File: config.mk
export PLATFORM = sky130hd
export DESIGN_NAME = dcp_msg_agent
export DESIGN_NICKNAME = d
export VERILOG_FILES = /design/src/shared/dcp_agent_pkg.sv /design/src/hdl/dcp_msg_agent.sv
export SDC_FILE = /design/constraint.sdc
export NUM_CORES = 2
export LEC_CHECK = 0
export BUFFER_PORTS_ARGS = -buffer_cell sky130_fd_sc_hd__buf_4
export CAP_MARGIN = 30
export CORE_ASPECT_RATIO = 1.5
export CORE_MARGIN = 8
export CORE_UTILIZATION = 55
export CTS_CLUSTER_DIAMETER = 40
export DETAILED_ROUTE_END_ITERATION = 16
export PLACE_DENSITY = 0.72
export REMOVE_ABC_BUFFERS = 1
export SLEW_MARGIN = 25
export SYNTH_ARGS = -nofsm -noshare
export SYNTH_HDL_FRONTEND = slang
export SYNTH_SLANG_ARGS = --single-unit
File: constraint.sdc
create_clock -name core_clk -period 7.5 [get_ports core_clk]
set_input_delay 0.75 -clock core_clk [delete_from_list [all_inputs] [get_ports core_clk]]
set_output_delay 0.75 -clock core_clk [all_outputs]
set_load 0.02 [all_outputs]
File: src/shared/dcp_agent_pkg.sv
package dcp_agent_pkg;

  // ****************************************************************
  // Message coding
  // ****************************************************************
  localparam logic [4:0] MT_NONE      = 5'h00;
  localparam logic [4:0] MT_INIT_DISC = 5'h01;
  localparam logic [4:0] MT_DISC      = 5'h02;
  localparam logic [4:0] MT_RESET     = 5'h03;
  localparam logic [4:0] MT_VR_READ   = 5'h05;
  localparam logic [4:0] MT_VR_WRITE  = 5'h06;
  localparam logic [4:0] MT_EVENT     = 5'h08;

  localparam logic DIR_TO_DEV  = 1'b1;
  localparam logic DIR_TO_CTRL = 1'b0;

  localparam logic [3:0] PORT_MAIN = 4'h1;
  localparam logic [3:0] PORT_ALL  = 4'hF;

  // Largest number of 32-bit words that fit in one cell payload
  localparam logic [3:0] VR_MAX_WORDS = 4'h8;

  // ****************************************************************
  // Virtual register indices
  // ****************************************************************
  localparam logic [7:0] VR_CTRL    = 8'h00;
  localparam logic [7:0] VR_SOFT    = 8'h01;
  localparam logic [7:0] VR_WIDE_LO = 8'h02;
  localparam logic [7:0] VR_WIDE_HI = 8'h03;
  localparam logic [7:0] VR_STATUS  = 8'h04;
  localparam logic [7:0] VR_ALIAS   = 8'h05;
  localparam int         SOFT_BIT   = 0;
  localparam logic [31:0] VREG_RST  = 32'h0000_0000;

  // ****************************************************************
  // Timing
  // ****************************************************************
  localparam int CLK_MHZ          = 125;
  localparam int EV_CLEAR_US      = 1000;
  localparam int EV_CLEAR_CYCLES  = EV_CLEAR_US * CLK_MHZ;
  localparam int DISC_DELAY_W     = 8;
  localparam logic [15:0] LFSR_TAPS = 16'hB400;

  // ****************************************************************
  // Message carriers
  // ****************************************************************
  typedef struct packed {
    logic       dest;
    logic       ack_req;
    logic       ack;
    logic [4:0] msg_type;
    logic [15:0] trans_id;
    logic [7:0] vr_index;
    logic [3:0] vr_count;
    logic [3:0] port_mask;
  } hdr_type;

  typedef struct packed {
    hdr_type     hdr;
    logic [31:0] data;
    logic        last;
  } beat_type;

endpackage

File: src/hdl/dcp_msg_agent.sv
`timescale 1ns/1ns
module dcp_msg_agent #(
  parameter logic [31:0] DEVICE_ID       = 32'h0D0C_0001, // Arbitrary value
  parameter logic [15:0] LFSR_SEED       = 16'h1ACE,
  parameter int          VREG_DEPTH      = 16,
  parameter logic [3:0]  EV_MAX_OUT      = 4'h4,
  parameter logic        EV_ACK_REQ      = 1'b1,
  parameter int          EV_CLEAR_CYCLES = dcp_agent_pkg::EV_CLEAR_CYCLES
) (
  input  wire logic                    core_clk,
  input  wire logic                    sys_rst,
  input  wire logic                    rx_valid,
  output logic                         rx_ready,
  input  wire dcp_agent_pkg::beat_type rx_beat,
  output logic                         tx_valid,
  input  wire logic                    tx_ready,
  output dcp_agent_pkg::beat_type      tx_beat,
  input  wire logic                    event_valid,
  input  wire logic [7:0]              event_code,
  output logic                         soft_reset
);

  typedef enum logic {
    ST_IDLE = 1'b0,
    ST_READ = 1'b1
  } state_type;

  // ****************************************************************
  // State
  // ****************************************************************
  state_type   state;
  state_type   next_state;
  logic        msg_rst;
  logic        soft_clr;
  logic [15:0] lfsr;
  logic        disc_pend;
  logic [7:0]  disc_wait;
  logic [15:0] own_tid;
  logic [3:0]  wr_cnt;
  logic [7:0]  rd_ptr;
  logic [3:0]  rd_left;
  logic [3:0]  rd_count;
  logic [15:0] rd_tid;
  logic [63:0] uptime;
  logic [31:0] wide_hold;
  logic [31:0] snap_hi;
  logic        ev_pend;
  logic [7:0]  ev_code;
  logic [31:0] ev_last_data;
  logic [3:0]  ev_out;
  logic [31:0] ev_timer;
  logic [31:0] vreg [VREG_DEPTH];

  logic                    next_tx_valid;
  dcp_agent_pkg::beat_type next_tx_beat;
  logic                    launch_disc;
  logic                    launch_ev;
  logic                    rd_step;

  // ****************************************************************
  // Receive decode
  // ****************************************************************
  localparam logic [8:0] DEPTH_L = 9'(VREG_DEPTH);
  localparam int         IDX_W   = $clog2(VREG_DEPTH);
  localparam logic [31:0] EV_LAST_TICK = 32'(EV_CLEAR_CYCLES - 1);

  dcp_agent_pkg::hdr_type rh;
  wire clear    = sys_rst | msg_rst;
  wire tx_free  = ~tx_valid | tx_ready;
  wire rx_fire  = rx_valid & rx_ready;
  wire to_dev   = rx_beat.hdr.dest == dcp_agent_pkg::DIR_TO_DEV;
  wire rx_ok    = rx_fire & to_dev;
  wire is_init  = rx_ok & (rh.msg_type == dcp_agent_pkg::MT_INIT_DISC)
                  & ~rh.ack;
  wire is_dack  = rx_ok & (rh.msg_type == dcp_agent_pkg::MT_DISC) & rh.ack;
  wire is_reset = rx_ok & (rh.msg_type == dcp_agent_pkg::MT_RESET)
                  & ~rh.ack;
  wire is_read  = rx_ok & (rh.msg_type == dcp_agent_pkg::MT_VR_READ)
                  & ~rh.ack & (rh.vr_count != 4'h0);
  wire is_write = rx_ok & (rh.msg_type == dcp_agent_pkg::MT_VR_WRITE)
                  & ~rh.ack;
  wire is_evack = rx_ok & (rh.msg_type == dcp_agent_pkg::MT_EVENT)
                  & rh.ack;
  // Anything else falls through with no effect
  wire known    = is_init | is_dack | is_reset | is_read | is_write
                  | is_evack;
  assign rh = rx_beat.hdr;

  // ****************************************************************
  // Virtual register write path
  // ****************************************************************
  wire [7:0] wr_idx  = 8'(rh.vr_index + {4'h0, wr_cnt});
  wire       wr_ok   = is_write & (wr_cnt < dcp_agent_pkg::VR_MAX_WORDS);
  wire [7:0] wr_map  = (wr_idx == dcp_agent_pkg::VR_ALIAS) ?
                       dcp_agent_pkg::VR_CTRL : wr_idx;
  wire       wr_rng  = {1'b0, wr_map} < DEPTH_L;
  wire       wr_soft = wr_ok & (wr_map == dcp_agent_pkg::VR_SOFT)
                       & rx_beat.data[dcp_agent_pkg::SOFT_BIT];
  wire       wr_lo   = wr_ok & (wr_map == dcp_agent_pkg::VR_WIDE_LO);
  wire       wr_hi   = wr_ok & (wr_map == dcp_agent_pkg::VR_WIDE_HI);
  wire       wr_ro   = (wr_map == dcp_agent_pkg::VR_SOFT)
                       | (wr_map == dcp_agent_pkg::VR_WIDE_LO)
                       | (wr_map == dcp_agent_pkg::VR_WIDE_HI)
                       | (wr_map == dcp_agent_pkg::VR_STATUS);
  wire       st_en   = wr_ok & wr_rng & ~wr_ro;
  wire       wr_ackd = is_write & rx_beat.last & rh.ack_req;

  // ****************************************************************
  // Virtual register read path
  // ****************************************************************
  wire [7:0]  rd_map = (rd_ptr == dcp_agent_pkg::VR_ALIAS) ?
                       dcp_agent_pkg::VR_CTRL : rd_ptr;
  wire        rd_rng = {1'b0, rd_map} < DEPTH_L;
  wire        rd_lo  = rd_map == dcp_agent_pkg::VR_WIDE_LO;
  wire [31:0] status = {20'h0, 3'h0, disc_pend, 4'h0, ev_out};
  // Out-of-range indices read back as zero
  wire [31:0] rd_word =
    !rd_rng                                ? 32'h0000_0000 :
    rd_lo                                  ? uptime[31:0] :
    (rd_map == dcp_agent_pkg::VR_WIDE_HI)  ? snap_hi :
    (rd_map == dcp_agent_pkg::VR_STATUS)   ? status :
    (rd_map == dcp_agent_pkg::VR_SOFT)     ? 32'h0000_0000 :
                                             vreg[rd_map[IDX_W-1:0]];
  wire [3:0]  rd_cnt_in = (rh.vr_count > dcp_agent_pkg::VR_MAX_WORDS) ?
                          dcp_agent_pkg::VR_MAX_WORDS : rh.vr_count;

  // ****************************************************************
  // Discovery and event scheduling
  // ****************************************************************
  wire disc_go   = disc_pend & (disc_wait == 8'h00);
  wire ev_go     = ev_pend & (ev_out < EV_MAX_OUT);
  wire ev_tick   = ev_timer == EV_LAST_TICK;
  wire ev_match  = is_evack & (rx_beat.data == ev_last_data)
                   & (ev_out != 4'h0);
  wire ev_count  = launch_ev & EV_ACK_REQ;
  wire ev_take   = event_valid & (~ev_pend | launch_ev);
  wire [15:0] lfsr_nx = lfsr[0] ? ((lfsr >> 1) ^ dcp_agent_pkg::LFSR_TAPS)
                                : (lfsr >> 1);

  // ****************************************************************
  // Transmit selection
  // ****************************************************************
  always_comb begin
    next_tx_valid = tx_valid & ~tx_ready;
    next_tx_beat  = tx_beat;
    next_state    = state;
    launch_disc   = 1'b0;
    launch_ev     = 1'b0;
    rd_step       = 1'b0;
    if (state == ST_READ) begin
      if (tx_free) begin
        rd_step                    = 1'b1;
        next_tx_valid              = 1'b1;
        next_tx_beat.hdr           = '{dcp_agent_pkg::DIR_TO_CTRL, 1'b0,
                                       1'b1, dcp_agent_pkg::MT_VR_READ,
                                       rd_tid, rd_ptr, rd_count,
                                       dcp_agent_pkg::PORT_MAIN};
        next_tx_beat.data          = rd_word;
        next_tx_beat.last          = rd_left == 4'h1;
        if (rd_left == 4'h1) begin
          next_state = ST_IDLE;
        end
      end
    end else if (rx_fire) begin
      if (is_read) begin
        next_state = ST_READ;
      end else if (is_init) begin
        next_tx_valid     = 1'b1;
        next_tx_beat.hdr  = '{dcp_agent_pkg::DIR_TO_CTRL, 1'b1, 1'b1,
                              dcp_agent_pkg::MT_DISC, rh.trans_id, 8'h00,
                              4'h0, dcp_agent_pkg::PORT_MAIN};
        next_tx_beat.data = DEVICE_ID;
        next_tx_beat.last = 1'b1;
      end else if (wr_ackd) begin
        next_tx_valid     = 1'b1;
        next_tx_beat.hdr  = '{dcp_agent_pkg::DIR_TO_CTRL, 1'b0, 1'b1,
                              dcp_agent_pkg::MT_VR_WRITE, rh.trans_id,
                              rh.vr_index, rh.vr_count,
                              dcp_agent_pkg::PORT_MAIN};
        next_tx_beat.data = 32'h0000_0000;
        next_tx_beat.last = 1'b1;
      end
    end else if (!tx_valid && !msg_rst) begin
      // Nothing new starts while a reset message clears the block
      if (disc_go) begin
        launch_disc       = 1'b1;
        next_tx_valid     = 1'b1;
        next_tx_beat.hdr  = '{dcp_agent_pkg::DIR_TO_CTRL, 1'b1, 1'b0,
                              dcp_agent_pkg::MT_DISC, own_tid, 8'h00, 4'h0,
                              dcp_agent_pkg::PORT_ALL};
        next_tx_beat.data = DEVICE_ID;
        next_tx_beat.last = 1'b1;
      end else if (ev_go) begin
        launch_ev         = 1'b1;
        next_tx_valid     = 1'b1;
        next_tx_beat.hdr  = '{dcp_agent_pkg::DIR_TO_CTRL, EV_ACK_REQ, 1'b0,
                              dcp_agent_pkg::MT_EVENT, own_tid, 8'h00,
                              4'h0, dcp_agent_pkg::PORT_MAIN};
        next_tx_beat.data = {24'h00_0000, ev_code};
        next_tx_beat.last = 1'b1;
      end
    end
  end

  // ****************************************************************
  // Control registers
  // ****************************************************************
  always_ff @(posedge core_clk) begin
    if (sys_rst) begin
      msg_rst <= 1'b0;
      lfsr    <= LFSR_SEED;
    end else begin
      msg_rst <= is_reset;
      lfsr    <= lfsr_nx;
    end
  end

  // A reset message rebuilds everything below from scratch
  always_ff @(posedge core_clk) begin
    if (clear) begin
      state    <= ST_IDLE;
      tx_valid <= 1'b0;
      tx_beat  <= '0;
      rx_ready <= 1'b0;
      own_tid  <= 16'h0000;
    end else begin
      state    <= next_state;
      tx_valid <= next_tx_valid;
      tx_beat  <= next_tx_beat;
      rx_ready <= (next_state == ST_IDLE) & ~next_tx_valid & ~is_reset;
      if (launch_disc || launch_ev) begin
        own_tid <= 16'(own_tid + 16'h0001);
      end
    end
  end

  // Random offset spreads replies of many devices after reset
  always_ff @(posedge core_clk) begin
    if (sys_rst) begin
      disc_pend <= 1'b1;
      disc_wait <= LFSR_SEED[dcp_agent_pkg::DISC_DELAY_W-1:0];
    end else if (msg_rst) begin
      disc_pend <= 1'b1;
      disc_wait <= lfsr[dcp_agent_pkg::DISC_DELAY_W-1:0];
    end else begin
      if (launch_disc) begin
        disc_pend <= 1'b0;
      end
      if (disc_wait != 8'h00) begin
        disc_wait <= disc_wait - 8'h01;
      end
    end
  end

  always_ff @(posedge core_clk) begin
    if (clear) begin
      wr_cnt   <= 4'h0;
      rd_ptr   <= 8'h00;
      rd_left  <= 4'h0;
      rd_count <= 4'h0;
      rd_tid   <= 16'h0000;
      snap_hi  <= 32'h0000_0000;
    end else begin
      if (is_write) begin
        wr_cnt <= rx_beat.last ? 4'h0 : 4'(wr_cnt + 4'h1);
      end
      if (is_read) begin
        rd_ptr   <= rh.vr_index;
        rd_left  <= rd_cnt_in;
        rd_count <= rd_cnt_in;
        rd_tid   <= rh.trans_id;
      end else if (rd_step) begin
        rd_ptr  <= 8'(rd_ptr + 8'h01);
        rd_left <= 4'(rd_left - 4'h1);
      end
      // Low half read freezes the high half of the same value
      if (rd_step && rd_lo) begin
        snap_hi <= uptime[63:32];
      end
    end
  end

  // 64-bit counter written whole when its high half arrives
  always_ff @(posedge core_clk) begin
    if (clear) begin
      uptime    <= 64'h0;
      wide_hold <= 32'h0000_0000;
    end else if (wr_hi) begin
      uptime <= {rx_beat.data, wide_hold};
    end else begin
      uptime <= 64'(uptime + 64'h1);
      if (wr_lo) begin
        wide_hold <= rx_beat.data;
      end
    end
  end

  always_ff @(posedge core_clk) begin
    if (clear) begin
      soft_clr <= 1'b0;
      soft_reset <= 1'b0;
    end else begin
      soft_clr <= wr_soft;
      soft_reset <= wr_soft;
    end
  end

  // ****************************************************************
  // Event notification bookkeeping
  // ****************************************************************
  always_ff @(posedge core_clk) begin
    if (clear) begin
      ev_pend      <= 1'b0;
      ev_code      <= 8'h00;
      ev_last_data <= 32'h0000_0000;
    end else begin
      if (ev_take) begin
        ev_pend <= 1'b1;
        ev_code <= event_code;
      end else if (launch_ev) begin
        ev_pend <= 1'b0;
      end
      if (launch_ev) begin
        ev_last_data <= {24'h00_0000, ev_code};
      end
    end
  end

  always_ff @(posedge core_clk) begin
    if (clear || soft_clr) begin
      ev_out   <= 4'h0;
      ev_timer <= 32'h0000_0000;
    end else if (ev_tick) begin
      // A notice launched on the clearing tick still counts
      ev_out   <= {3'h0, ev_count};
      ev_timer <= 32'h0000_0000;
    end else begin
      ev_timer <= 32'(ev_timer + 32'h1);
      if (ev_count && !ev_match) begin
        ev_out <= 4'(ev_out + 4'h1);
      end else if (ev_match && !ev_count) begin
        ev_out <= 4'(ev_out - 4'h1);
      end
    end
  end

  // ****************************************************************
  // Virtual register storage
  // ****************************************************************
  for (genvar i = 0; i < VREG_DEPTH; i++) begin : g_vreg
    always_ff @(posedge core_clk) begin
      if (clear || soft_clr) begin
        vreg[i] <= dcp_agent_pkg::VREG_RST;
      end else if (st_en && wr_map == 8'(i)) begin
        vreg[i] <= rx_beat.data;
      end
    end
  end
endmodule // dcp_msg_agent

==> metrics.md <==
| Metric | Value |
|---|---|
| Status | finished clean |
| Tcrit/Tclk final | 59.3% |
| H-Tree Depth | 3 |
| Crit path launch type | flop |
| Vias per Instance | roughly 6 |
| Top FF cell, synth | edfxtp_1 |
| Share of cells above drive strength 1 | 14.0% |
| Fillers | 5362 |
| Cells after Synth | 3552 |
| Pwr Density | 268 mW/mm2 |
| Core Area | 0.0679 mm2 |
| Die area | between 0.07 and 0.08 mm2 |
| Number of antenna violations at the first check in global routing | 7 |
| Vert. Die Dim | 337 um |
| Skew final | 0.0257 ns |
| Area leader, netlist | edfxtp_1 |
| First-pass GRT wire length | approximately 180 mm |
| Max cap viols | 0 |
| RSZ-0062 raised after global routing | no |
| Global-route usage over all layers | between 30% and 40% |
| Min Tclk post-route | between 4 and 5 ns |
| Worst slew pin tran | 1.04 ns |
| DRT Wirelength | approximately 120 mm |
| Leakage power | 0.0157 uW |
| Critical path arrival | 4.72 ns |
| Overall Power | about 12000 uW |
| Antenna Nets Post-Route | 0 |
| Clk root buf | clkbuf_16 |
| Largest net degree at the start of global routing | between 90 and 100 |
| Layout net count | between 3000 and 4000 |
| Row cnt | roughly 120 |
| Worst Hold Class | input pin to flop |
| TritonCTS clock tree | built |
| Pins Over Slew Limit | 0 |
| Worst setup margin | 3.06 ns |
| Initial Utilization | 55.6% |
| Die W | 230 um |
| Fin util | 64.7% |
| Ys async rst share | 0% |
| Final Hold Fails | 0 |
| Rel. slew slack | 30.3% |
| DRC viols | 0 |
| Worst EP required | 7.78 ns |
| Vias | 29300 |
| Crit-path max FO | 33 |
| Layout Area Growth over Synthesis | 16.5% |
| Io pins | 162 |
| Seq/Total Area, Yosys | 58.3% |
| Most common cell in the netlist | edfxtp_1 |
| CTS Buf Count | 96 |
| EDFF count, synth | 512 |
| Netlist cell types | 80 |
| Clk buf depth | 3 |
| Dominant cells by area after synthesis | edfxtp_1 (41%), dfxtp_1 (18%), and2_1 (4.4%) |
| Max Clock Freq | approximately 230 MHz |
| Mean Syn Cell Area | 10.6 um2 |
| Post-synth top area share | 40.7% |
| Worst-path clk slew | 0.07 ns |
| Starting DRT DRC Count | 2820 |
| Post_cts resized | 0 |
| Worst slack, placed | 2.70 ns |
| Grt ovf | 0 |
| Clk sink count | 844 |
| Worst setup path class | flop to flop |
| Yosys warning count | 0 |
| Final setup fails | 0 |
| Vias in the first global route | 29000 |
| Routed WL per cell | 25.4 um |
| Seq cells post-synth | 844 |
| Synth cell count leaders | edfxtp_1 (512), nand2_1 (352), nor2_1 (349) |
| WHS | 0.344 ns |
| Synthesized cell area | 0.0378 mm2 |
| IO buf count | 155 |
| Crit. End Element | flop |
| Placer Congestion | 0.919 |
| Hold-fix buffers, CTS | 0 |
| DP HPWL | between 70 and 80 mm |
| Skew-Pair Late Insertion Delay | 0.66 ns |
| Pre-antenna DRT Iters | 7 |
| Worst vdd ir | between 0.15 and 0.2 mV |
| Post-CTS Setup Bufs | 0 |
-- area by class of cell --
class	count	area, um2	area share (%)
flip-flops and latches	844	22000	50.1
multi-input cells	2556	15400	35.0
clock buffers	119	2690	6.13
repair buffers	244	1870	4.25
well taps	892	1120	2.54
clock inverters	61	747	1.70
inverters	36	135	0.307
diodes	6	15.0	0.0341
-- cells by family after synthesis --
group	Yosys count	synth area share (%)
xor+xnor	125	2.90
flops	844	58.3
simple gates	1351	17.5
other cells	1	0.00993
fa+ha+maj	21	0.736
mux	140	4.46
compound gates	757	12.7
buf+inv	313	3.35
-- critical path, cell delays in order, from the launching register on --
cell and delay (ns):
dfxtp_1 0.43, ha_1 0.21, inv_1 0.05, fa_1 0.42, and2b_1 0.24, nand3_1 0.08
o32a_1 0.33, nor4_4 0.40, a21oi_2 0.30, or4_1 0.59, buf_4 0.33, nand2_1 0.14
buf_4 0.50
-- worst paths after layout --
kind                                   from          end  slack, ns  cells past startpoint
worst min register to register     lfsr[12]     lfsr[11]       0.41                      1
worst max register to register    wr_cnt[0]  vreg[0][23]       3.06                     12
worst max-delay path              wr_cnt[0]  vreg[0][23]       3.06                     12
worst min-delay path            rx_beat[63]   rd_tid[14]       0.34                      3
-- placed cells by master (no fill, tap or decap), drive strengths merged, types with 72 or more instances in the layout --
cell type  netlist  final
edfxtp         512    512
nand2          352    352
nor2           349    349
dfxtp          332    332
a21oi          290    290
and2           264    264
buf             66    243
conb             1    162
o21ai          134    134
clkbuf         211    120
nor3           103    103
nand3           96     96
mux2i           85     85
a211oi          72     72
-- through the flow --
| stage | cell area (um2) | cells | TNS (ns) |
|---|---|---|---|
| global route | 44000 | 4758 | 0 |
| global placement | 40400 | 4564 | 0 |
| finish | 44000 | 4758 | 0 |
| floorplan | 37200 | 3436 | -33.51 |
| detailed placement | 40500 | 4571 | 0 |
| CTS | 44000 | 4751 | 0 |
-- per-layer routing --
metal / vias to the layer above / track usage [%] / share of wire [%]
li1: 13200 / - / -
met1: 14300 / 34.2 / 35
met2: 1449 / 51.5 / 49
met3: 366 / 4.86 / 8.1
met4: 0 / 24.3 / 8.5
met5: - / 0 / 0
-- flip-flops by register name, indices dropped and copies added, names as in the netlist, 8 cells and up --
register	count
snap_hi	32
ev_last_data	8
disc_wait	8
wide_hold	32
tx_beat	69
vreg	512
own_tid	16
rd_tid	16
ev_code	8
ev_timer	32
rd_ptr	8
lfsr	16
uptime	64
-- power by group --
group / total, uW / leakage (uW) / switching [uW] / internal [uW]
logic: 1490 / 0.00611 / 1000 / 486
registers: 5280 / 0.00789 / 137 / 5140
clock network: 5020 / 0.00169 / 2040 / 2980
total: 11800 / 0.0157 / 3180 / 8610
Power figures use the tool's default switching activity.
